$ cat config.mk
export PLATFORM = sky130hd
export DESIGN_NAME = rwps_device_flat
export DESIGN_NICKNAME = d
export VERILOG_FILES = /design/src/rwps_pkg.sv /design/src/rwps_if.sv /design/src/rwps_device.sv /design/src/flat_wrapper.sv
export SDC_FILE = /design/constraint.sdc
export NUM_CORES = 1
export LEC_CHECK = 0
export BUFFER_PORTS_ARGS = -buffer_cell sky130_fd_sc_hd__clkbuf_2
export CORE_UTILIZATION = 46
export DETAILED_ROUTE_END_ITERATION = 8
export PLACE_DENSITY_LB_ADDON = 0.1
export REMOVE_ABC_BUFFERS = 1
export SYNTH_ARGS = -nofsm -noshare
export SYNTH_HDL_FRONTEND = slang
export SYNTH_SLANG_ARGS = --single-unit
$ cat constraint.sdc
create_clock -name clk -period 3.05 [get_ports clk]
set_input_delay 0.61 -clock clk [delete_from_list [all_inputs] [get_ports clk]]
set_output_delay 0.61 -clock clk [all_outputs]
set_load 0.05 [all_outputs]
$ cat src/rwps_pkg.sv
// shared constants and state types for the wake and phy power sequencer
package rwps_pkg;
  // clock and timing
  localparam int CLK_MHZ = 250;
  localparam int T1_NS = 500;
  localparam int T2_MS = 600;
  localparam int T3_NS = 500;
  localparam int T1_CYC = (T1_NS * CLK_MHZ + 999) / 1000;
  localparam int T2_CYC = T2_MS * CLK_MHZ * 1000;
  localparam int T3_CYC = (T3_NS * CLK_MHZ + 999) / 1000;
  localparam int RWAKE_CYC = 16;
  localparam int BOOT_CYC = 3;
  // phy basic control register power-down bit
  localparam int PHY_CTRL_PD_BIT = 11;
  // host register offsets
  localparam logic [3:0] OFS_CTRL = 4'h0;
  localparam logic [3:0] OFS_STATUS = 4'h4;
  localparam logic [3:0] OFS_IRQ_STAT = 4'h8;
  localparam logic [3:0] OFS_IRQ_MASK = 4'hc;
  // ctrl fields
  localparam int CTRL_SET_FEATURE = 0;
  localparam int CTRL_PHY_PD = 1;
  localparam int CTRL_SUSPEND = 2;
  localparam int CTRL_RESUME = 3;
  localparam int CTRL_SW_RESET = 4;
  localparam logic [1:0] CTRL_RESET = 2'h0;
  // irq fields
  localparam int IRQ_REMOTE_WAKE = 0;
  localparam int IRQ_POWER_EVENT = 1;
  localparam int IRQ_PHY_READY = 2;
  localparam int IRQ_W = 3;
  localparam logic [2:0] IRQ_MASK_RESET = 3'h0;
  typedef enum logic [3:0] {
    DS_NORMAL = 4'b0001,
    DS_SUSP = 4'b0010,
    DS_RWAKE = 4'b0100,
    DS_READY = 4'b1000
  } rwps_dev_st_t;
  typedef enum logic [3:0] {
    HS_PD = 4'b0001,
    HS_STAB = 4'b0010,
    HS_RST = 4'b0100,
    HS_RDY = 4'b1000
  } rwps_host_st_t;
endpackage

$ cat src/rwps_if.sv
// link between the bridge device and its usb host controller
`timescale 1ns/1ns
interface rwps_if;
  logic suspend_req;
  logic resume_req;
  logic set_feature;
  logic phy_full_power_down;
  logic phy_reset_release_n;
  logic power_event_output;
  logic remote_wake;
  modport dev (
    input suspend_req,
    input resume_req,
    input set_feature,
    input phy_full_power_down,
    input phy_reset_release_n,
    output power_event_output,
    output remote_wake
  );
  modport host (
    output suspend_req,
    output resume_req,
    output set_feature,
    output phy_full_power_down,
    output phy_reset_release_n,
    input power_event_output,
    input remote_wake
  );
endinterface

$ cat src/rwps_device.sv
// bridge device end: wake decision and phy power gating
// Functional notes
// - strap low: host resume always wakes device
// - no self wake without flag and feature; strap high, suspend ends in remote wake on ready_src without them
// - frame select wakes on wakeup frame
// - magic select wakes on magic packet
// - link select wakes on either link change
// - external pin low pulse wakes regardless
// - ready mode: magic, secondary link, pin wake
// - full power-down stops all, at least 500ns
// - control bit 11 stops only bandgap
// - host waits 600ms after power-up
// - reset held longer than stabilisation time
// - 500ns phy reset after stabilisation
// - software phy reset at least 500ns
// - phy mode secondary link-up wakes
// - ready mode wake raises power event
//
// The register addresses and the plain strobed port are this design's own decisions.
`timescale 1ns/1ns
module rwps_device
  import rwps_pkg::*;
#(
  parameter int T1_CYCLES = T1_CYC,
  parameter int RWAKE_CYCLES = RWAKE_CYC
) (
  // clock and reset
  input wire logic clk,
  input wire logic sys_rst,
  // host link
  rwps_if.dev link,
  // configuration
  input wire logic default_mode_strap,
  input wire logic remote_wake_enable_flag,
  input wire logic wake_on_frame_select,
  input wire logic wake_on_magic_select,
  input wire logic wake_on_link_change_select,
  input wire logic phy_mode,
  input wire logic [15:0] phy_basic_control_reg,
  // wake sources
  input wire logic wake_frame_rx,
  input wire logic magic_packet_rx,
  input wire logic link_change_primary,
  input wire logic link_change_secondary,
  input wire logic secondary_link_up,
  input wire logic external_wake_pin_n,
  // phy power and status
  output logic osc_en,
  output logic pll_en,
  output logic bandgap_en,
  output logic phy_in_reset,
  output logic suspended,
  output logic ready_mode
);
  if (T1_CYCLES < 1 || T1_CYCLES > 65535) begin : g_chk_t1
    $error("T1_CYCLES out of range");
  end
  if (RWAKE_CYCLES < 1 || RWAKE_CYCLES > 65535) begin : g_chk_rw
    $error("RWAKE_CYCLES out of range");
  end

  // pin synchronisers: bit 0 strap, bit 1 wake pin
  logic [1:0] pin_in;
  wire [1:0] pin_lvl_q;
  assign pin_in = {external_wake_pin_n, default_mode_strap};
  for (genvar i = 0; i < 2; i++) begin : g_sync
    logic s1_q, s2_q, s3_q, lvl_q;
    always_ff @(posedge clk) begin
      if (sys_rst) begin
        s1_q <= 1'b1;
        s2_q <= 1'b1;
        s3_q <= 1'b1;
        lvl_q <= 1'b1;
      end else begin
        s1_q <= pin_in[i];
        s2_q <= s1_q;
        s3_q <= s2_q;
        if (s2_q == s3_q) begin
          lvl_q <= s2_q;
        end
      end
    end
    assign pin_lvl_q[i] = lvl_q;
  end

  // strap caught once the synchroniser has settled
  // one cycle past the sync depth, so the filtered level is no longer the reset value
  logic [2:0] boot_q;
  logic caught_q;
  logic strap_q;
  wire boot_done = (boot_q == 3'(BOOT_CYC + 1));
  always_ff @(posedge clk) begin
    if (sys_rst) begin
      boot_q <= 3'h0;
      caught_q <= 1'b0;
      strap_q <= 1'b0;
    end else if (!boot_done) begin
      boot_q <= boot_q + 3'h1;
    end else if (!caught_q) begin
      caught_q <= 1'b1;
      strap_q <= pin_lvl_q[0];
    end
  end

  // falling edge of the filtered wake pin
  logic ext_prev_q;
  always_ff @(posedge clk) begin
    if (sys_rst) begin
      ext_prev_q <= 1'b1;
    end else begin
      ext_prev_q <= pin_lvl_q[1];
    end
  end
  wire ext_pulse = ext_prev_q & ~pin_lvl_q[1];

  // wake decision
  wire dev_armed = ~strap_q & remote_wake_enable_flag & link.set_feature;
  wire no_sel = ~wake_on_frame_select & ~wake_on_magic_select
    & ~wake_on_link_change_select;
  wire sel_frame = wake_on_frame_select & wake_frame_rx;
  wire sel_magic = wake_on_magic_select & magic_packet_rx;
  wire sel_link = wake_on_link_change_select
    & (link_change_primary | link_change_secondary);
  wire dev_wake = dev_armed & (sel_frame | sel_magic | sel_link | ext_pulse);
  wire ready_src = magic_packet_rx | link_change_secondary | ext_pulse
    | (phy_mode & secondary_link_up);
  wire ready_wake = strap_q & ~link.set_feature & no_sel & ready_src;
  wire host_wake = ~strap_q & link.resume_req;

  // wake state machine
  rwps_dev_st_t st_q, st_d;
  logic [15:0] rw_cnt_q, rw_cnt_d;
  wire rw_done = (rw_cnt_q == 16'(RWAKE_CYCLES - 1));
  always_comb begin
    st_d = st_q;
    rw_cnt_d = rw_cnt_q;
    case (st_q)
      DS_NORMAL: begin
        if (boot_done && !caught_q && pin_lvl_q[0]) begin
          st_d = DS_READY;
        end else if (link.suspend_req) begin
          st_d = DS_SUSP;
        end
      end
      DS_SUSP: begin
        if (host_wake) begin
          st_d = DS_NORMAL;
        end else if (dev_wake || ready_wake) begin
          st_d = DS_RWAKE;
          rw_cnt_d = 16'h0;
        end
      end
      DS_RWAKE: begin
        rw_cnt_d = rw_cnt_q + 16'h1;
        if (rw_done) begin
          st_d = DS_NORMAL;
        end
      end
      DS_READY: begin
        if (ready_wake) begin
          st_d = DS_NORMAL;
        end
      end
      default: st_d = DS_NORMAL;
    endcase
  end

  wire pe_set = (st_q == DS_READY) & ready_wake;
  logic pe_q;
  always_ff @(posedge clk) begin
    if (sys_rst) begin
      st_q <= DS_NORMAL;
      rw_cnt_q <= 16'h0;
      pe_q <= 1'b0;
    end else begin
      st_q <= st_d;
      rw_cnt_q <= rw_cnt_d;
      if (pe_set) begin
        pe_q <= 1'b1;
      end
    end
  end

  // full power-down held at least the minimum time
  logic pd_q;
  logic [15:0] pd_cnt_q;
  wire pd_min_met = (pd_cnt_q >= 16'(T1_CYCLES - 1));
  always_ff @(posedge clk) begin
    if (sys_rst) begin
      pd_q <= 1'b0;
      pd_cnt_q <= 16'h0;
    end else if (!pd_q) begin
      pd_cnt_q <= 16'h0;
      pd_q <= link.phy_full_power_down;
    end else if (!pd_min_met) begin
      pd_cnt_q <= pd_cnt_q + 16'h1;
    end else if (!link.phy_full_power_down) begin
      pd_q <= 1'b0;
    end
  end

  wire phy_ctrl_pd = phy_basic_control_reg[PHY_CTRL_PD_BIT];

  // registered outputs
  always_ff @(posedge clk) begin
    if (sys_rst) begin
      osc_en <= 1'b0;
      pll_en <= 1'b0;
      bandgap_en <= 1'b0;
      phy_in_reset <= 1'b1;
      suspended <= 1'b0;
      ready_mode <= 1'b0;
      link.power_event_output <= 1'b0;
      link.remote_wake <= 1'b0;
    end else begin
      osc_en <= ~pd_q;
      pll_en <= ~pd_q;
      bandgap_en <= ~pd_q & ~phy_ctrl_pd;
      phy_in_reset <= ~link.phy_reset_release_n | pd_q;
      suspended <= (st_d == DS_SUSP) | (st_d == DS_READY);
      ready_mode <= (st_d == DS_READY);
      link.power_event_output <= pe_q | pe_set;
      link.remote_wake <= (st_d == DS_RWAKE);
    end
  end
endmodule

$ cat src/flat_wrapper.sv
// flat-port wrapper written by rule: the top's interface ports become plain ports
module rwps_device_flat import rwps_pkg::*;
#(
  parameter int T1_CYCLES = T1_CYC,
  parameter int RWAKE_CYCLES = RWAKE_CYC
)
  (clk, sys_rst, default_mode_strap, remote_wake_enable_flag, wake_on_frame_select, wake_on_magic_select, wake_on_link_change_select, phy_mode, phy_basic_control_reg, wake_frame_rx, magic_packet_rx, link_change_primary, link_change_secondary, secondary_link_up, external_wake_pin_n, osc_en, pll_en, bandgap_en, phy_in_reset, suspended, ready_mode, link_suspend_req, link_resume_req, link_set_feature, link_phy_full_power_down, link_phy_reset_release_n, link_power_event_output, link_remote_wake);
  rwps_if link_i ();
  input wire logic clk;
  input wire logic sys_rst;
  input wire logic default_mode_strap;
  input wire logic remote_wake_enable_flag;
  input wire logic wake_on_frame_select;
  input wire logic wake_on_magic_select;
  input wire logic wake_on_link_change_select;
  input wire logic phy_mode;
  input wire logic [15:0] phy_basic_control_reg;
  input wire logic wake_frame_rx;
  input wire logic magic_packet_rx;
  input wire logic link_change_primary;
  input wire logic link_change_secondary;
  input wire logic secondary_link_up;
  input wire logic external_wake_pin_n;
  output logic osc_en;
  output logic pll_en;
  output logic bandgap_en;
  output logic phy_in_reset;
  output logic suspended;
  output logic ready_mode;
  input wire logic [$bits(link_i.suspend_req)-1:0] link_suspend_req;
  input wire logic [$bits(link_i.resume_req)-1:0] link_resume_req;
  input wire logic [$bits(link_i.set_feature)-1:0] link_set_feature;
  input wire logic [$bits(link_i.phy_full_power_down)-1:0] link_phy_full_power_down;
  input wire logic [$bits(link_i.phy_reset_release_n)-1:0] link_phy_reset_release_n;
  output wire logic [$bits(link_i.power_event_output)-1:0] link_power_event_output;
  output wire logic [$bits(link_i.remote_wake)-1:0] link_remote_wake;
  assign link_i.suspend_req = link_suspend_req;
  assign link_i.resume_req = link_resume_req;
  assign link_i.set_feature = link_set_feature;
  assign link_i.phy_full_power_down = link_phy_full_power_down;
  assign link_i.phy_reset_release_n = link_phy_reset_release_n;
  assign link_power_event_output = link_i.power_event_output;
  assign link_remote_wake = link_i.remote_wake;
  rwps_device #(.T1_CYCLES(T1_CYCLES), .RWAKE_CYCLES(RWAKE_CYCLES)) u_core (.clk(clk), .sys_rst(sys_rst), .link(link_i), .default_mode_strap(default_mode_strap), .remote_wake_enable_flag(remote_wake_enable_flag), .wake_on_frame_select(wake_on_frame_select), .wake_on_magic_select(wake_on_magic_select), .wake_on_link_change_select(wake_on_link_change_select), .phy_mode(phy_mode), .phy_basic_control_reg(phy_basic_control_reg), .wake_frame_rx(wake_frame_rx), .magic_packet_rx(magic_packet_rx), .link_change_primary(link_change_primary), .link_change_secondary(link_change_secondary), .secondary_link_up(secondary_link_up), .external_wake_pin_n(external_wake_pin_n), .osc_en(osc_en), .pll_en(pll_en), .bandgap_en(bandgap_en), .phy_in_reset(phy_in_reset), .suspended(suspended), .ready_mode(ready_mode));
endmodule
==> results of run 1 <==
## cells by family (layout without fill, tap and decap cells)
| group | Yosys count | count (layout) | share of synthesized area |
|---|---|---|---|
| flops | 59 | 59 | 0.465 |
| simple gates | 126 | 126 | 0.284 |
| compound gates | 63 | 63 | 0.168 |
| buf+inv | 17 | 54 | 0.0350 |
| fa+ha+maj | 5 | 5 | 0.0246 |
| xor+xnor | 7 | 7 | 0.0241 |
## state kept, by name (all words and copies together) (netlist names), 2 cells and up
name,cells
u_core.pd_cnt_q,16
u_core.rw_cnt_q,16
u_core.st_q,4
u_core.boot_q,3
u_core.g_sync.lvl_q,2
u_core.g_sync.s1_q,2
u_core.g_sync.s2_q,2
u_core.g_sync.s3_q,2
## routing by layer
layer  part of all wire  wire, microns  track usage  up-vias
met5                  0              0            0        -
met4              0.022            103       0.0923        0
met3              0.033            156       0.0539        9
met2               0.45           2140        0.291       38
met1               0.49           2340        0.219      916
li1                   -              -            -     1061
## cells in the mapped netlist, drive strengths merged (7+ instances only)
master	count	area [sq um]
clkbuf	7	47.5
dfxtp	59	1180
nand2	16	60.1
nand3	9	57.6
or2	7	43.8
nor2	31	116
and2	13	82.6
or4	8	60.1
nor3	8	40.0
a21oi	26	130
inv	9	33.8
nand4	7	58.8
o31ai	8	60.1
o21ai	12	71.3
## cell usage in the layout (no fill, tap or decap), drive strengths merged, types with 2 or more instances in the layout
master and instances:
nand2b 5, nor4 5, and4 3, dfxtp 59, or4b 3, nand3 9, or2 7, nand2 16
o21ai 12, nor2 31, a211oi 3, nor3b 2, or3 6, buf 2, xnor2 6, and2 13
a211o 2, nand4 7, ha 5, clkinv 2, a21oi 26, nor3 8, o21bai 4, or4 8
o31ai 8, bufinv 2, clkbuf 38, inv 9
## power groups by stage
stage | registers [mW] | clock network, mW | logic (mW)
3_3_place_gp | 0.832 | 0 | 0.151
4_1_cts | 0.815 | 0.774 | 0.152
5_1_grt | 0.818 | 0.812 | 0.168
3_5_place_dp | 0.832 | 0 | 0.152
2_1_floorplan | 0.850 | 0 | 0.0856
6_report | 0.816 | 0.760 | 0.150
## final timing paths
check | end
worst min-delay path | u_core.g_sync[0].s2_q
worst min register to register | u_core.g_sync[0].s2_q
worst max register to register | u_core.rw_cnt_q[12]
worst max-delay path | u_core.rw_cnt_q[12]
## area by class of cell
type	instances	area (sq um)	share of cell area
Multi-Input combinational cell	201	1270	0.433
Timing Repair Buffer	29	150	0.0512
Inverter	9	33.8	0.0115
Tap cell	70	87.6	0.0299
Sequential cell	59	1180	0.403
Clock inverter	5	77.6	0.0265
Clock buffer	11	131	0.0448
==> results_dict.tcl, run 1 <==
set metrics [dict create \
    power_frac_clock 0.440 \
    tns_ns 0 \
    wl_per_cell_microns 12.4 \
    die_w_microns 76.3 \
    avgSynthCellArea_sq_um 9.17 \
    cts_sinks 59 \
    n_antenna_cell 0 \
    finalCoreUtilization 0.563 \
    drive_above_1_share 0.197 \
    clockRootBuffer "clkbuf_8" \
    instances_no_fill 384 \
    min_period_over_period 0.737 \
    p_leak_nw 1.09 \
    p_seq_frac 0.473 \
    grt_use_total 0.181 \
    place.gp.congestion 0.805 \
    hold_path_class "register to register" \
    cp.required_ns 3.31 \
    fillerInstances 491 \
    setup_ws_ns 0.801 \
    status "finished clean" \
    end_kind "register" \
    path_class "input pin to register" \
    finish.instance_area_sq_um 2930 \
    relSlewSlack 0.677 \
    hold_buffers 0 \
    place_ws_ns 0.475 \
    core-area_sq_um 5200 \
    power_mw 1.73 \
    async_flop_share 0 \
    start_util 0.488 \
    rsz0062_at_grt "no" \
    setup_viol 0 \
    maxCapViolCount 0 \
    postCtsSetupBuffers 0 \
    antenna_found_initial 0 \
    drc_errors 0 \
    io_buffers 27 \
    crit_buf_inv 2 \
    swShare 0.241 \
    worst_path_largest_cell_delay_ns 0.55 \
    detailedPlacementHpwl_mm 3.34 \
    syn_inst 277 \
    synth_edf_count 0 \
    ys.flop_type "dfxtp_1" \
    die-height_microns 76.3 \
    cpMostUsedCell "a211oi_4" \
    path_cells "clkbuf_2, or4b_4, a211oi_4, a211oi_4, buf_4, or4_1, a21oi_1" \
    ir_worst_vdd_uv 301 \
    cts-resized-gates 0 \
    crit_path_start_kind "input pin" \
    whs_ns 0.419 \
    drv_slew 0 \
    totalWireLength_mm 4.75 \
    grt_max_degree 32 \
    reg2reg_from "u_core.strap_q" \
    ant_nets 0 \
    p_int_mw 1.31 \
    cts_buffer_depth 2 \
    placed_area_sq_um 2720 \
    synth_seq_area_share 0.465 \
    dieArea_sq_um 5830 \
    reg2reg_depth 6 \
    cp_num_cells 7 \
    critical_path.max_fanout 31 \
    grt_pass1_vias 1909 \
    drt_iter0_markers 93 \
    power.net_switching_mw 0.416 \
    clk-insertion-delay-late_ns 0.33 \
    max_slew.worst_pin.slew_ns 0.482 \
    dp.cells 368 \
    worst_path_max_delay_cell "or4b_4" \
    clock.fmax_mhz 445 \
    clock_skew_ns 0.00669 \
    io_pins 43 \
    path_clk_slew_ns 0.06 \
    path_delay_family "simple AND/OR/NAND/NOR gates" \
    hp-start "u_core.g_sync[0].s1_q" \
    grt_overflow 0 \
    core.rowCount 26 \
    ys_seq_elements 59 \
    area_growth_pct 15.4 \
    fin_nets 349 \
    syn_area_sq_um 2540 \
    powerDensity_nw_per_um2 589 \
    h-tree-depth 3 \
    cts_tree "built" \
    cts_buffers 9 \
    reg2reg_slack_ns 0.84 \
    drtPass1Iterations 4 \
    p_comb_frac 0.087 \
    synth_warnings 0 \
    worstPathArrival_ns 2.51 \
    hold_viol_final 0 \
    hold_depth 1 \
    vias 2024 \
    grt_pass1_wl_mm 8.35 \
    vias_per_cell 5.27 \
    synth_cell_type_count 47 \
    critical_path.startpoint "link_set_feature" \
    period_needed_ns 2.25 \
]
(Power assumes the default switching activity.)
==> inputs of run 2 (changes only) <==
- ABC_AREA: unset -> 1
- clock period: 3.05 -> 2.3 ns (I/O delays scaled with it)
==> run 2 against run 1 <==
Against the previous run: combinational power grew 130%; sequential cell count is the same; utilization shrank 1.2 points; via count grew 12%; synthesized cell count grew 32%; wire length grew 0.46%; clock-buffer cell count is the same; die area grew 3.4%; clock skew is essentially flat; sequential share of layout area shrank 1.4 points; clock power grew 27%; highest routed layer unchanged.
==> results_dict.tcl, run 2 <==
set metrics [dict create \
    ir_worst_vdd_uv 642 \
    crit_path_start_kind "register" \
    hold_buffers 0 \
    yosys-top-cells-count "nand2_1 (77), dfxtp_1 (59), inv_1 (49), nor2_1 (49), a21oi_1 (31)" \
    drive_above_1_share 0.159 \
    synth.area.top_cells "dfxtp_1 (45%), nand2_1 (11%), inv_1 (7.0%), nor2_1 (7.0%), a21oi_1 (5.9%)" \
    io_buffers 27 \
    status "finished clean" \
    clock.fmax_mhz 645 \
    drv_slew 0 \
    ys.flop_type "dfxtp_1" \
    reg_top3 "u_core.pd_cnt_q: 16 flops, u_core.rw_cnt_q: 16 flops, u_core.st_q: 4 flops" \
    hold_path_class "input pin to register" \
    postCtsSetupBuffers 0 \
    start_util 0.478 \
    p_leak_nw 1.25 \
    fin_nets 438 \
    core.rowCount 27 \
    cp-endpoint "u_core.suspended" \
    grt_use_total 0.185 \
    cts_buffers 9 \
    power_mw 2.44 \
    area_growth_pct 15.4 \
    placed_area_sq_um 2820 \
    cts_buffer_depth 2 \
    grt_pass1_vias 2097 \
    cp.required_ns 2.53 \
    ys_seq_elements 59 \
    period_needed_ns 1.55 \
    relSlewSlack 0.723 \
    powerDensity_nw_per_um2 804 \
    max_slew.worst_pin.slew_ns 0.415 \
    hold_viol_final 0 \
    synth_warnings 0 \
    grt_overflow 0 \
    path_clk_slew_ns 0.07 \
    h-tree-depth 3 \
    drc_errors 0 \
    critical_path.max_fanout 6 \
    die_w_microns 77.6 \
    totalWireLength_mm 4.77 \
    cts_sinks 59 \
    antenna_found_initial 0 \
    min_period_over_period 0.674 \
    wl_per_cell_microns 10.0 \
    ant_nets 0 \
    die-height_microns 77.6 \
    clockRootBuffer "clkbuf_8" \
    syn_area_sq_um 2630 \
    path_class "register to register" \
    r2r-end "u_core.suspended" \
    maxCapViolCount 0 \
    synth_edf_count 0 \
    drt_iter0_markers 90 \
    dieArea_sq_um 6030 \
    synth_top_area_share 0.449 \
    syn_inst 367 \
    vias 2263 \
    finish.instance_area_sq_um 3040 \
    vias_per_cell 4.76 \
    layout_commonest_cell "nand2_1" \
    cts_tree "built" \
    io_pins 43 \
    synth_cell_type_count 31 \
    yosysTopAreaCell "dfxtp_1" \
    rsz0062_at_grt "no" \
    core-area_sq_um 5510 \
    n_antenna_cell 0 \
    synth_seq_area_share 0.449 \
    reg2reg_slack_ns 0.75 \
    clock_skew_ns 0.00619 \
    critical_path.startpoint "u_core.boot_q[0]" \
    cts-resized-gates 0 \
    grt_pass1_wl_mm 8.77 \
    reg2reg_depth 11 \
    final_cell_mix "nand2_1 (77), dfxtp_1 (59), inv_1 (49), nor2_1 (49), a21oi_1 (31)" \
    clk-insertion-delay-late_ns 0.34 \
    end_kind "register" \
    yosysMostFrequentCell "nand2_1" \
    avgSynthCellArea_sq_um 7.17 \
    setup_viol 0 \
    worstPathArrival_ns 1.78 \
    reg2reg_from "u_core.boot_q[0]" \
    async_flop_share 0 \
    grt_max_degree 27 \
    drtPass1Iterations 4 \
    tns_ns 0 \
    fillerInstances 549 \
    place.gp.congestion 0.831 \
    detailedPlacementHpwl_mm 3.45 \
]
[run 2: layer usage]
layer	global-route usage	vias up	wire, microns
li1	-	1229	-
met1	0.226	983	2370
met2	0.296	43	2080
met3	0.0612	8	239
met4	0.0830	0	78
met5	0	-	0
[run 2: cell type report]
class,count,area [sq um],area share
Clock buffer,11,151,0.0499
Clock inverter,5,60.1,0.0198
Inverter,54,203,0.0668
Multi-Input combinational cell,245,1200,0.395
Sequential cell,59,1180,0.389
Tap cell,72,90.1,0.0297
Timing Repair Buffer,29,150,0.0495
[run 2: where the power goes]
| part | leakage [nW] | internal (mW) | switching (mW) |
|---|---|---|---|
| combinational | 0.666 | 0.114 | 0.225 |
| sequential | 0.479 | 1.09 | 0.0420 |
| clock | 0.106 | 0.562 | 0.407 |
[run 2: worst min-delay path by stage]
stage / depth (start not counted) / start / to / slack (ns)
global route: 2 / link_phy_reset_release_n / u_core.phy_in_reset / 0.27
CTS: 2 / link_phy_reset_release_n / u_core.phy_in_reset / 0.26
global placement: 1 / u_core.g_sync[1].s1_q / u_core.g_sync[1].s2_q / 0.39
floorplan: 1 / u_core.g_sync[0].s1_q / u_core.g_sync[0].s2_q / 0.39
detailed placement: 1 / u_core.g_sync[1].s1_q / u_core.g_sync[1].s2_q / 0.40
finish: 2 / phy_basic_control_reg[11] / u_core.bandgap_en / 0.28
[run 2: stage by stage]
stage               cells  hold WS, ns   util  setup slack [ns]
floorplan             358        0.389      -             0.874
global placement      459        0.390  0.513             0.741
finish                475        0.276  0.551             0.750
detailed placement    459        0.397  0.513             0.715
global route          475        0.272  0.551             0.569
CTS                   475        0.258  0.551             0.773
[run 2: logic make-up after synthesis]
group / Yosys count / synth area share
adders and majority gates: 6 / 0.0276
xor gates and xnor gates: 4 / 0.0133
DFF: 59 / 0.449
AOI/OAI and AO/OA: 50 / 0.100
buffers and inverters: 63 / 0.0951
and+or+nand+nor: 185 / 0.315
[run 2: worst max-delay path, stage by stage, from the launching register on]
cell and delay [ns]:
dfxtp_1 0.34, inv_1 0.06, ha_1 0.13, nand2_1 0.12, nor3_1 0.30, inv_1 0.13
nand3_1 0.09, nand2_1 0.05, inv_1 0.07, nand2_1 0.05, nand2_1 0.07, inv_1 0.04
